[config.mk]
export PLATFORM = sky130hd
export DESIGN_NAME = xtrf_top
export DESIGN_NICKNAME = d
export VERILOG_FILES = /design/src/verilog/xtrf_pkg.sv /design/src/verilog/xtrf_bytes_if.sv /design/src/verilog/xtrf_top.sv /design/src/verilog/xtrf_byte_store.sv
export SDC_FILE = /design/constraint.sdc
export NUM_CORES = 1
export LEC_CHECK = 0
export BUFFER_PORTS_ARGS = -buffer_cell sky130_fd_sc_hd__buf_2
export CAP_MARGIN = 25
export CORE_ASPECT_RATIO = 0.9
export CORE_MARGIN = 2
export CORE_UTILIZATION = 45
export CTS_CLUSTER_DIAMETER = 60
export DETAILED_ROUTE_END_ITERATION = 12
export HOLD_SLACK_MARGIN = 0.02
export PLACE_DENSITY = 0.67
export SLEW_MARGIN = 25
export SYNTH_ARGS = -nofsm -noshare
export SYNTH_HDL_FRONTEND = slang
export SYNTH_HIERARCHICAL = 1
export SYNTH_SLANG_ARGS = --single-unit
[constraint.sdc]
create_clock -name clk_sys -period 4.95 [get_ports clk_sys]
set_clock_uncertainty 0.2 [all_clocks]
set_input_delay 0.495 -clock clk_sys [delete_from_list [all_inputs] [get_ports clk_sys]]
set_output_delay 0.495 -clock clk_sys [all_outputs]
set_load 0.02 [all_outputs]
[src/verilog/xtrf_pkg.sv]
// Constants and types shared by the XT local register file design.
// Summary of operation
// RULE1: Eight byte registers carry bytes between microcontroller and host, no buffer memory.
// RULE2: Microcontroller access to the byte registers is locked out during a host transfer.
// RULE3: Microcontroller always reads and writes bytes; direction bit decides host read or write.
// RULE4: No reset touches the byte registers.
// RULE5: Host reset pin, local reset pin or programmed reset clear the mode/status register.
// RULE6: Transfer count field holds bytes minus one, one to eight bytes.
// RULE7: Host transfer pointer starts at register 0 and steps one per byte.
// RULE8: Reading the count field returns the programmed count.
// RULE9: Writing 1 to the request bit starts a host transfer; it clears when done.
// RULE10: Microcontroller leaves byte registers alone while the request bit is set.
// RULE11: Microcontroller sets the request bit only while buffer transfer active reads 0.
// RULE12: Buffer transfer active bit reads 1 while host buffer transfers run.
// RULE13: Command-or-data bit tells the host command/status versus data.
// RULE14: Busy sets on host selection, clears when host reads the status byte.
// RULE15: Phase decodes from busy, command-or-data and direction per the phase table.
// RULE16: Drive type register is read/write for microcontroller, read-only for host.
// RULE17: No reset alters the drive type register.
// RULE18: Master drives drive type bits 3-0, slave bits 7-4, otherwise all eight.
// RULE19: Microcontroller can force the interface state by writing mode/status.
// RULE20: Host reaches the byte registers only as mode/status settings grant.
// RULE21: Microcontroller selects this file by setting the XT/AT selection bit to 1.
// RULE22: Eight byte registers at two aliased windows plus mode and drive type registers.
// RULE23: Transfer ends and request clears after count plus one bytes moved.
package xtrf_pkg;

  localparam int          XTRF_BYTE_COUNT   = 8;
  localparam logic [7:0]  XTRF_BYTES_BASE_A = 8'h40;
  localparam logic [7:0]  XTRF_BYTES_BASE_B = 8'h60;
  localparam logic [7:0]  XTRF_MODE_ADDR    = 8'h55;
  localparam logic [7:0]  XTRF_DRIVE_ADDR   = 8'h56;

  // Mode/status bit positions
  localparam int          XTRF_BIT_REQ      = 3;
  localparam int          XTRF_BIT_BUF      = 4;
  localparam int          XTRF_BIT_DIR      = 5;
  localparam int          XTRF_BIT_CMD      = 6;
  localparam int          XTRF_BIT_BUSY     = 7;
  localparam int          XTRF_CNT_MSB      = 2;

  localparam logic [7:0]  XTRF_MODE_RESET   = 8'h00;
  localparam logic [2:0]  XTRF_PTR_RESET    = 3'h0;
  localparam logic [7:0]  XTRF_OE_MASTER    = 8'h0F;
  localparam logic [7:0]  XTRF_OE_SLAVE     = 8'hF0;
  localparam logic [7:0]  XTRF_OE_ALL       = 8'hFF;
  localparam logic [7:0]  XTRF_UNMAPPED     = 8'h00;

  typedef enum logic [2:0] {
    XTRF_IDLE,
    XTRF_DATA_IN,
    XTRF_DATA_OUT,
    XTRF_COMMAND,
    XTRF_STATUS
  } xtrf_phase_type;

endpackage : xtrf_pkg

[src/verilog/xtrf_bytes_if.sv]
// Carrier between the register file control and its byte store.
`timescale 1ns/1ps
interface xtrf_bytes_if;
  logic       wr_en;
  logic [2:0] wr_addr;
  logic [7:0] wr_data;
  logic [2:0] mc_addr;
  logic [2:0] host_addr;
  logic [7:0] mc_data;
  logic [7:0] host_data;

  modport ctl (output wr_en, output wr_addr, output wr_data, output mc_addr,
               output host_addr, input mc_data, input host_data);
  modport store (input wr_en, input wr_addr, input wr_data, input mc_addr,
                 input host_addr, output mc_data, output host_data);
endinterface : xtrf_bytes_if

[src/verilog/xtrf_top.sv]
// XT local register file: byte registers, mode/status and drive type.
`timescale 1ns/1ps
module xtrf_top (
  input  wire logic                 clk_sys,
  input  wire logic                 rst,
  input  wire logic                 host_reset_pin,
  input  wire logic                 local_reset_pin,
  input  wire logic                 host_prog_reset,
  input  wire logic                 xt_select,
  input  wire logic [7:0]           mc_addr,
  input  wire logic                 mc_wr,
  input  wire logic                 mc_rd,
  input  wire logic [7:0]           mc_wdata,
  output logic      [7:0]           mc_rdata,
  input  wire logic                 host_select,
  input  wire logic                 host_byte_wr,
  input  wire logic                 host_byte_rd,
  input  wire logic [7:0]           host_wdata,
  output logic      [7:0]           host_rdata,
  input  wire logic                 buffer_active,
  input  wire logic                 master_slave_mode,
  input  wire logic                 slave_unit,
  output logic      [7:0]           host_status,
  output logic      [7:0]           host_drive_type,
  output logic      [7:0]           host_drive_oe,
  output xtrf_pkg::xtrf_phase_type  host_phase,
  output logic                      mc_locked
);
  import xtrf_pkg::*;

  typedef struct packed {
    logic           busy;
    logic           cmd_data;
    logic           dir_out;
    logic           reg_req;
    logic           buf_act;
    logic [2:0]     count;
    logic [2:0]     ptr;
    xtrf_phase_type phase;
    logic [7:0]     mc_rdata;
    logic [7:0]     host_rdata;
    logic [7:0]     drive_oe;
  } xtrf_state_type;

  xtrf_state_type q;
  xtrf_state_type next_q;
  logic [7:0]     drive_type;
  logic [7:0]     next_drive_type;
  logic [7:0]     mode_byte;
  logic           mc_hit_bytes;
  logic           mc_hit_mode;
  logic           mc_hit_drive;
  logic           host_move;
  logic           last_byte;
  logic           clear_mode;

  xtrf_bytes_if bytes_bus ();

  xtrf_byte_store #(
    .DEPTH (XTRF_BYTE_COUNT)
  ) u_store (
    .clk_sys (clk_sys),
    .bus     (bytes_bus.store)
  );

  // Address decode, gated by the XT/AT selection from outside
  assign mc_hit_bytes = xt_select && ((mc_addr[7:3] == XTRF_BYTES_BASE_A[7:3]) ||
                                      (mc_addr[7:3] == XTRF_BYTES_BASE_B[7:3])); // RULE22
  assign mc_hit_mode  = xt_select && (mc_addr == XTRF_MODE_ADDR);
  assign mc_hit_drive = xt_select && (mc_addr == XTRF_DRIVE_ADDR);

  // Host may move a byte only while a transfer is granted, in the granted direction
  assign host_move = q.reg_req && ((host_byte_rd && q.dir_out) ||
                                   (host_byte_wr && !q.dir_out)); // RULE20 RULE3
  assign last_byte = (q.ptr == q.count); // RULE23
  assign clear_mode = host_reset_pin || local_reset_pin || host_prog_reset;

  assign mode_byte = {q.busy, q.cmd_data, q.dir_out, q.buf_act, q.reg_req, q.count};

  // Byte store port steering; the pointer owns the address during a transfer
  always_comb begin
    bytes_bus.wr_en     = (mc_wr && mc_hit_bytes && !q.reg_req) ||
                          (host_move && host_byte_wr); // RULE2 RULE1
    bytes_bus.wr_addr   = q.reg_req ? q.ptr : mc_addr[2:0];
    bytes_bus.wr_data   = q.reg_req ? host_wdata : mc_wdata;
    bytes_bus.mc_addr   = mc_addr[2:0];
    bytes_bus.host_addr = q.ptr; // RULE7
  end

  // Next state of the mode/status machine and the read paths
  always_comb begin
    next_q = q;
    next_q.buf_act = buffer_active; // RULE12
    if (host_move) begin
      next_q.ptr = q.ptr + 3'h1; // RULE7
      if (last_byte) begin
        next_q.ptr     = XTRF_PTR_RESET;
        next_q.reg_req = 1'b0; // RULE9 RULE23
      end
      if (host_byte_rd && q.busy && q.cmd_data && q.dir_out) begin
        next_q.busy = 1'b0; // RULE14
      end
    end
    // Selection wins over a status-read clear in the same cycle
    if (host_select) begin
      next_q.busy = 1'b1; // RULE14
    end
    // Software write wins over hardware completion, so a new request is not lost
    if (mc_wr && mc_hit_mode) begin
      next_q.busy     = mc_wdata[XTRF_BIT_BUSY]; // RULE19
      next_q.cmd_data = mc_wdata[XTRF_BIT_CMD]; // RULE13
      next_q.dir_out  = mc_wdata[XTRF_BIT_DIR]; // RULE3
      next_q.reg_req  = mc_wdata[XTRF_BIT_REQ]; // RULE9
      next_q.count    = mc_wdata[XTRF_CNT_MSB:0]; // RULE6
      if (mc_wdata[XTRF_BIT_REQ]) begin
        next_q.ptr = XTRF_PTR_RESET; // RULE7
      end
    end
    if (clear_mode) begin
      {next_q.busy, next_q.cmd_data, next_q.dir_out, next_q.buf_act,
       next_q.reg_req, next_q.count} = XTRF_MODE_RESET; // RULE5
      next_q.ptr = XTRF_PTR_RESET;
    end
    // Phase follows the mode bits as they will stand
    case ({next_q.busy, next_q.cmd_data, next_q.dir_out})
      3'b100:  next_q.phase = XTRF_DATA_IN; // RULE15
      3'b101:  next_q.phase = XTRF_DATA_OUT;
      3'b110:  next_q.phase = XTRF_COMMAND;
      3'b111:  next_q.phase = XTRF_STATUS;
      default: next_q.phase = XTRF_IDLE;
    endcase
    // Microcontroller read; locked bytes and unmapped addresses read zero
    if (mc_rd) begin
      if (mc_hit_bytes) begin
        next_q.mc_rdata = q.reg_req ? XTRF_UNMAPPED : bytes_bus.mc_data; // RULE2
      end else if (mc_hit_mode) begin
        next_q.mc_rdata = mode_byte; // RULE8
      end else if (mc_hit_drive) begin
        next_q.mc_rdata = drive_type; // RULE16
      end else begin
        next_q.mc_rdata = XTRF_UNMAPPED;
      end
    end
    if (host_move && host_byte_rd) begin
      next_q.host_rdata = bytes_bus.host_data; // RULE1
    end
    if (master_slave_mode) begin
      next_q.drive_oe = slave_unit ? XTRF_OE_SLAVE : XTRF_OE_MASTER; // RULE18
    end else begin
      next_q.drive_oe = XTRF_OE_ALL; // RULE18
    end
  end

  // Control state; reset leaves it idle with nothing granted
  always_ff @(posedge clk_sys or posedge rst) begin
    if (rst) begin
      q <= '{busy: 1'b0, cmd_data: 1'b0, dir_out: 1'b0, reg_req: 1'b0, buf_act: 1'b0,
             count: 3'h0, ptr: 3'h0, phase: XTRF_IDLE, mc_rdata: 8'h00,
             host_rdata: 8'h00, drive_oe: 8'h00};
    end else begin
      q <= next_q;
    end
  end

  // Drive type has no host write path and no reset at all
  always_comb begin
    next_drive_type = drive_type;
    if (mc_wr && mc_hit_drive) begin
      next_drive_type = mc_wdata; // RULE16
    end
  end

  always_ff @(posedge clk_sys) begin
    drive_type <= next_drive_type; // RULE17
  end

  assign mc_rdata        = q.mc_rdata;
  assign host_rdata      = q.host_rdata;
  assign host_status     = mode_byte;
  assign host_drive_type = drive_type;
  assign host_drive_oe   = q.drive_oe;
  assign host_phase      = q.phase;
  assign mc_locked       = q.reg_req;

  // Checks on the control logic
  chk_req_clears_done: assert property (@(posedge clk_sys) disable iff (rst) // RULE23
    (host_move && last_byte && !(mc_wr && mc_hit_mode) && !host_select) |=> !q.reg_req)
    else $error("request bit not cleared after last byte");

  chk_ptr_steps: assert property (@(posedge clk_sys) disable iff (rst) // RULE7
    (host_move && !last_byte && !clear_mode && !(mc_wr && mc_hit_mode))
      |=> q.ptr == $past(q.ptr) + 3'h1)
    else $error("pointer did not advance by one");

  chk_req_start_ptr: assert property (@(posedge clk_sys) disable iff (rst) // RULE9
    (mc_wr && mc_hit_mode && mc_wdata[XTRF_BIT_REQ] && !clear_mode)
      |=> q.reg_req && q.ptr == 3'h0)
    else $error("request did not start at register zero");

  chk_mode_cleared: assert property (@(posedge clk_sys) disable iff (rst) // RULE5
    clear_mode |=> mode_byte[7:5] == 3'h0 && !q.reg_req && q.count == 3'h0)
    else $error("mode register survived a reset source");

  chk_lock_blocks: assert property (@(posedge clk_sys) disable iff (rst) // RULE2
    (q.reg_req && mc_rd && mc_hit_bytes) |=> q.mc_rdata == XTRF_UNMAPPED)
    else $error("microcontroller read a locked byte register");

  chk_busy_select: assert property (@(posedge clk_sys) disable iff (rst) // RULE14
    (host_select && !clear_mode && !(mc_wr && mc_hit_mode)) |=> q.busy ##0 host_phase != XTRF_IDLE)
    else $error("busy not set on host selection");

  chk_status_clear: assert property (@(posedge clk_sys) disable iff (rst) // RULE14
    (host_move && host_byte_rd && q.phase == XTRF_STATUS && !host_select &&
     !(mc_wr && mc_hit_mode)) |=> !q.busy ##0 host_phase == XTRF_IDLE)
    else $error("busy not cleared by status read");

  chk_host_dir: assert property (@(posedge clk_sys) disable iff (rst) // RULE3
    (host_byte_wr && q.dir_out && !(mc_wr && mc_hit_bytes)) |-> !bytes_bus.wr_en)
    else $error("host wrote while direction is controller to host");

  chk_drive_mask: assert property (@(posedge clk_sys) disable iff (rst) // RULE18
    (master_slave_mode && !slave_unit) |=> host_drive_oe == XTRF_OE_MASTER)
    else $error("master drive mask wrong");

  chk_buf_flag: assert property (@(posedge clk_sys) disable iff (rst) // RULE12
    buffer_active |=> host_status[XTRF_BIT_BUF] || $past(clear_mode))
    else $error("buffer transfer flag not shown");

  // Count only moves on a mode write or a reset source, so a read returns it
  chk_count_hold: assert property (@(posedge clk_sys) disable iff (rst) // RULE8
    (!(mc_wr && mc_hit_mode) && !clear_mode) |=> $stable(q.count))
    else $error("transfer count changed without a mode write");

  chk_locked_write: assert property (@(posedge clk_sys) disable iff (rst) // RULE2
    (q.reg_req && mc_wr && mc_hit_bytes && !host_move) |-> !bytes_bus.wr_en)
    else $error("microcontroller wrote a locked byte register");

  chk_oe_all: assert property (@(posedge clk_sys) disable iff (rst) // RULE18
    !master_slave_mode |=> host_drive_oe == XTRF_OE_ALL)
    else $error("full drive mask missing outside master slave mode");

  chk_phase_idle: assert property (@(posedge clk_sys) disable iff (rst) // RULE15
    !q.busy |-> q.phase == XTRF_IDLE)
    else $error("phase not idle while busy is clear");

  cov_full_transfer: cover property (@(posedge clk_sys) disable iff (rst)
    host_move && last_byte && q.count == 3'h7);
  cov_status_read: cover property (@(posedge clk_sys) disable iff (rst)
    host_move && q.phase == XTRF_STATUS);
  cov_command_in: cover property (@(posedge clk_sys) disable iff (rst)
    host_move && q.phase == XTRF_COMMAND);
  cov_slave_mask: cover property (@(posedge clk_sys) disable iff (rst)
    host_drive_oe == XTRF_OE_SLAVE);

endmodule : xtrf_top

[src/verilog/xtrf_byte_store.sv]
// Eight command/general byte registers, one write port and two read ports.
`timescale 1ns/1ps
module xtrf_byte_store #(
  parameter int DEPTH = 8
) (
  input  wire logic   clk_sys,
  xtrf_bytes_if.store bus
);
  import xtrf_pkg::*;

  typedef struct packed {
    logic [DEPTH-1:0][7:0] mem;
  } xtrf_store_type;

  xtrf_store_type q;
  xtrf_store_type next_q;

  // Write port shared by microcontroller and host; the lockout keeps them apart
  always_comb begin
    next_q = q;
    if (bus.wr_en) begin
      next_q.mem[bus.wr_addr] = bus.wr_data; // RULE1
    end
  end

  // No reset on purpose: contents survive every reset source
  always_ff @(posedge clk_sys) begin
    q <= next_q; // RULE4
  end

  assign bus.mc_data   = q.mem[bus.mc_addr];
  assign bus.host_data = q.mem[bus.host_addr];

endmodule : xtrf_byte_store

==> impl_metrics.ini <==
[detailed_routing]
wl_per_cell_um = 20.6
drt_iter0_drc = 246
num_vias = 3141
first_pass_iters = 5
wirelength_um = 11300
vias_per_cell = 5.74
drtAntennaViolNets = 0
drc = 0

[global_routing]
grt.total_usage_pct = 19.2
grt_pass1_vias = 3107
antenna_found_initial = 0
overflow = 0
grt_use_met3_pct = 4.60
grtUsageMet1_pct = 26.2
grt_max_degree = 33
grt_busiest_layer = met2
grt_pass1_wl_um = 17300
gr-usage-met2_pct = 30.9

[timing]
min_period_over_period_pct = 61.8
setup_viol = 0
slew_viol_final = 0
slew_headroom_pct = 33.5
fmax_mhz = 327
hold_viol_final = 0
fin_setup_tns_ns = 0
rsz0062_at_grt = false
period_minus_slack_ns = 3.06
worstMarginPinSlew_ns = 0.997

[die]
fp.coreArea_um2 = 11300
ios = 82
die_h_um = 106
die_w_um = 117
initial_core_util_pct = 45.7
rows = 37
die_area_um2 = 12300

[placed_design]
placed_cell_area_um2 = 5590
globalplace.congestion = 0.855
dp_hpwl_um = 8260
port_buffers = 81

[clock_tree]
post_cts_buffers = 0
cts_resized = 0
cts_root_buffer = clkbuf_16
cts_tree = built
clk_latency_ns = 0.35
ctsHoldBuffers = 0
cts_buffers = 9
clkSlewWorstSetupHoldPaths_ns = 0.07
clkSinkCount = 104
clockBufferDepth = 2
h-tree-depth = 3

[synth]
yosys_warnings = 6
synth_area_per_cell_um2 = 16.2
synth_top_family_by_area = multiplexers
synth-xor-area-share_pct = 0.849
muxShareOfSynthArea_pct = 24.4
ys.flop_type = edfxtp_1
yosys.area.top_type = edfxtp_1
ys_seq_elements = 104
synth-adder-area-share_pct = 0.243
netlist_area_um2 = 5160
synth_edf_count = 72
yosys.area_share.simple_pct = 7.74
yosysMostFrequentCell = edfxtp_1
synth_top_area_share_pct = 41.9
synth_nets = 357
synth-compound-area-share_pct = 5.39
synth_common_cells = edfxtp_1 (72), dfrtp_1 (32), mux4_1 (29)
synth_area_leaders = edfxtp_1 (42%), dfrtp_1 (16%), mux4_1 (15%), mux2_2 (5.7%), mux2_4 (2.6%)
synth-seq-area-share_pct = 57.4
async_flop_share_pct = 30.8
synth.distinct_cells = 45
postSynthCellCount = 318

[cells_and_area]
drive_above_1_share_pct = 36.6
fillers = 933
stdcell_area_um2 = 5910
nets = 425
areaGrowthSynthToFinish_pct = 14.5
num_antenna_cells = 0

[pwr]
vdd_drop_max_mv = 0.185
total_power_mw = 1.80
p_leak_nw = 2.25
powerDensity_nw_per_um2 = 304

[hold_path]
hold_path_class = input pin to asynchronous set/reset pin

[job]
max-cap-violations = 0

[worst_setup_path]
end_kind = flop
cp.arrival_ns = 2.83
crit_type = flop to flop
cp-start-kind = flop
required_ns = 4.72
critPathMaxFanout = 28
rrSetupSlack_ns = 1.89

[run_status]
outcome = completed
## layer usage
layer / vias up / share of wire (%) / wire, um
li1: 1408 / - / -
met1: 1608 / 42 / 4710
met2: 115 / 51 / 5760
met3: 10 / 6.1 / 683
met4: 0 / 1.1 / 127
met5: - / 0 / 0
## placed cells by master, fill, tap and decap left out, types with 5 or more instances in the layout
| master | Yosys | layout |
|---|---|---|
| buf_2 | 5 | 81 |
| edfxtp_1 | 72 | 72 |
| a21oi_1 | 20 | 20 |
| mux4_1 | 29 | 29 |
| mux2_4 | 9 | 9 |
| clkbuf_16 | 0 | 9 |
| mux2_2 | 26 | 26 |
| nand2_1 | 20 | 20 |
| a22oi_1 | 8 | 8 |
| nand3_1 | 5 | 5 |
| nor2b_1 | 8 | 8 |
| dfrtp_1 | 32 | 32 |
| nor2_1 | 7 | 7 |
| o22ai_1 | 9 | 9 |
## power by group
group / total [mW] / switching (mW) / internal (mW)
sequential: 0.943 / 0.00489 / 0.938
clock: 0.739 / 0.330 / 0.409
combinational: 0.113 / 0.0663 / 0.0472
total: 1.80 / 0.401 / 1.39
## flip-flops by register name, summed over array words and instances (netlist names)
register             cells
u_store/q               64
host_drive_type          8
host_rdata               8
mc_rdata                 8
host_status              7
bytes_bus.host_addr      3
host_phase               3
host_drive_oe            2
mc_locked                1
## logic make-up after synthesis
kind of cell	count (synthesis)
AOI/OAI and AO/OA	46
xor gates and xnor gates	5
adders and majority gates	1
buffers and inverters	29
DFF	104
muxes	67
and+or+nand+nor	66
## worst paths after layout
check,startpoint,end,depth (start not counted)
max in group asynchronous,rst,mc_locked$_DFFE_PP0P_,3
hold reg to reg,host_rdata[6]$_DFFE_PP0P_,host_rdata[6]$_DFFE_PP0P_,1
min in group clk_sys,slave_unit,host_drive_oe[3]$_DFF_PP0_,2
setup / recovery,mc_locked$_DFFE_PP0P_,u_store/q[33]$_DFFE_PP_,5
setup reg to reg,mc_locked$_DFFE_PP0P_,u_store/q[33]$_DFFE_PP_,5
hold / removal,rst,host_rdata[2]$_DFFE_PP0P_,3
## worst max-delay path, stage by stage, from the launching register on
cell      delay [ns]
dfrtp_1         0.96
and2_4          0.36
nand2_1         0.07
o41ai_1         0.10
nand2b_1        0.21
nor2_1          0.77
## through the flow
stage,hold slack [ns],std cells,setup slack [ns],utilization [%]
detailed placement,0.300,531,1.92,49.5
global placement,0.294,531,1.86,49.4
floorplan,0.355,318,2.41,-
global route,0.0696,547,1.74,52.3
finish,0.0217,547,1.89,52.3
CTS,0.0330,547,1.93,52.3
## final cells by class
type	instances	area (um^2)	share of cell area (%)
inverter	4	15.0	0.254
clock inverter	7	95.1	1.61
clock buffer	9	225	3.81
multi-input combinational	185	2000	33.9
sequential	104	2960	50.2
tap	156	195	3.30
timing repair buffer	82	413	6.99
(Power assumes the default switching activity.)
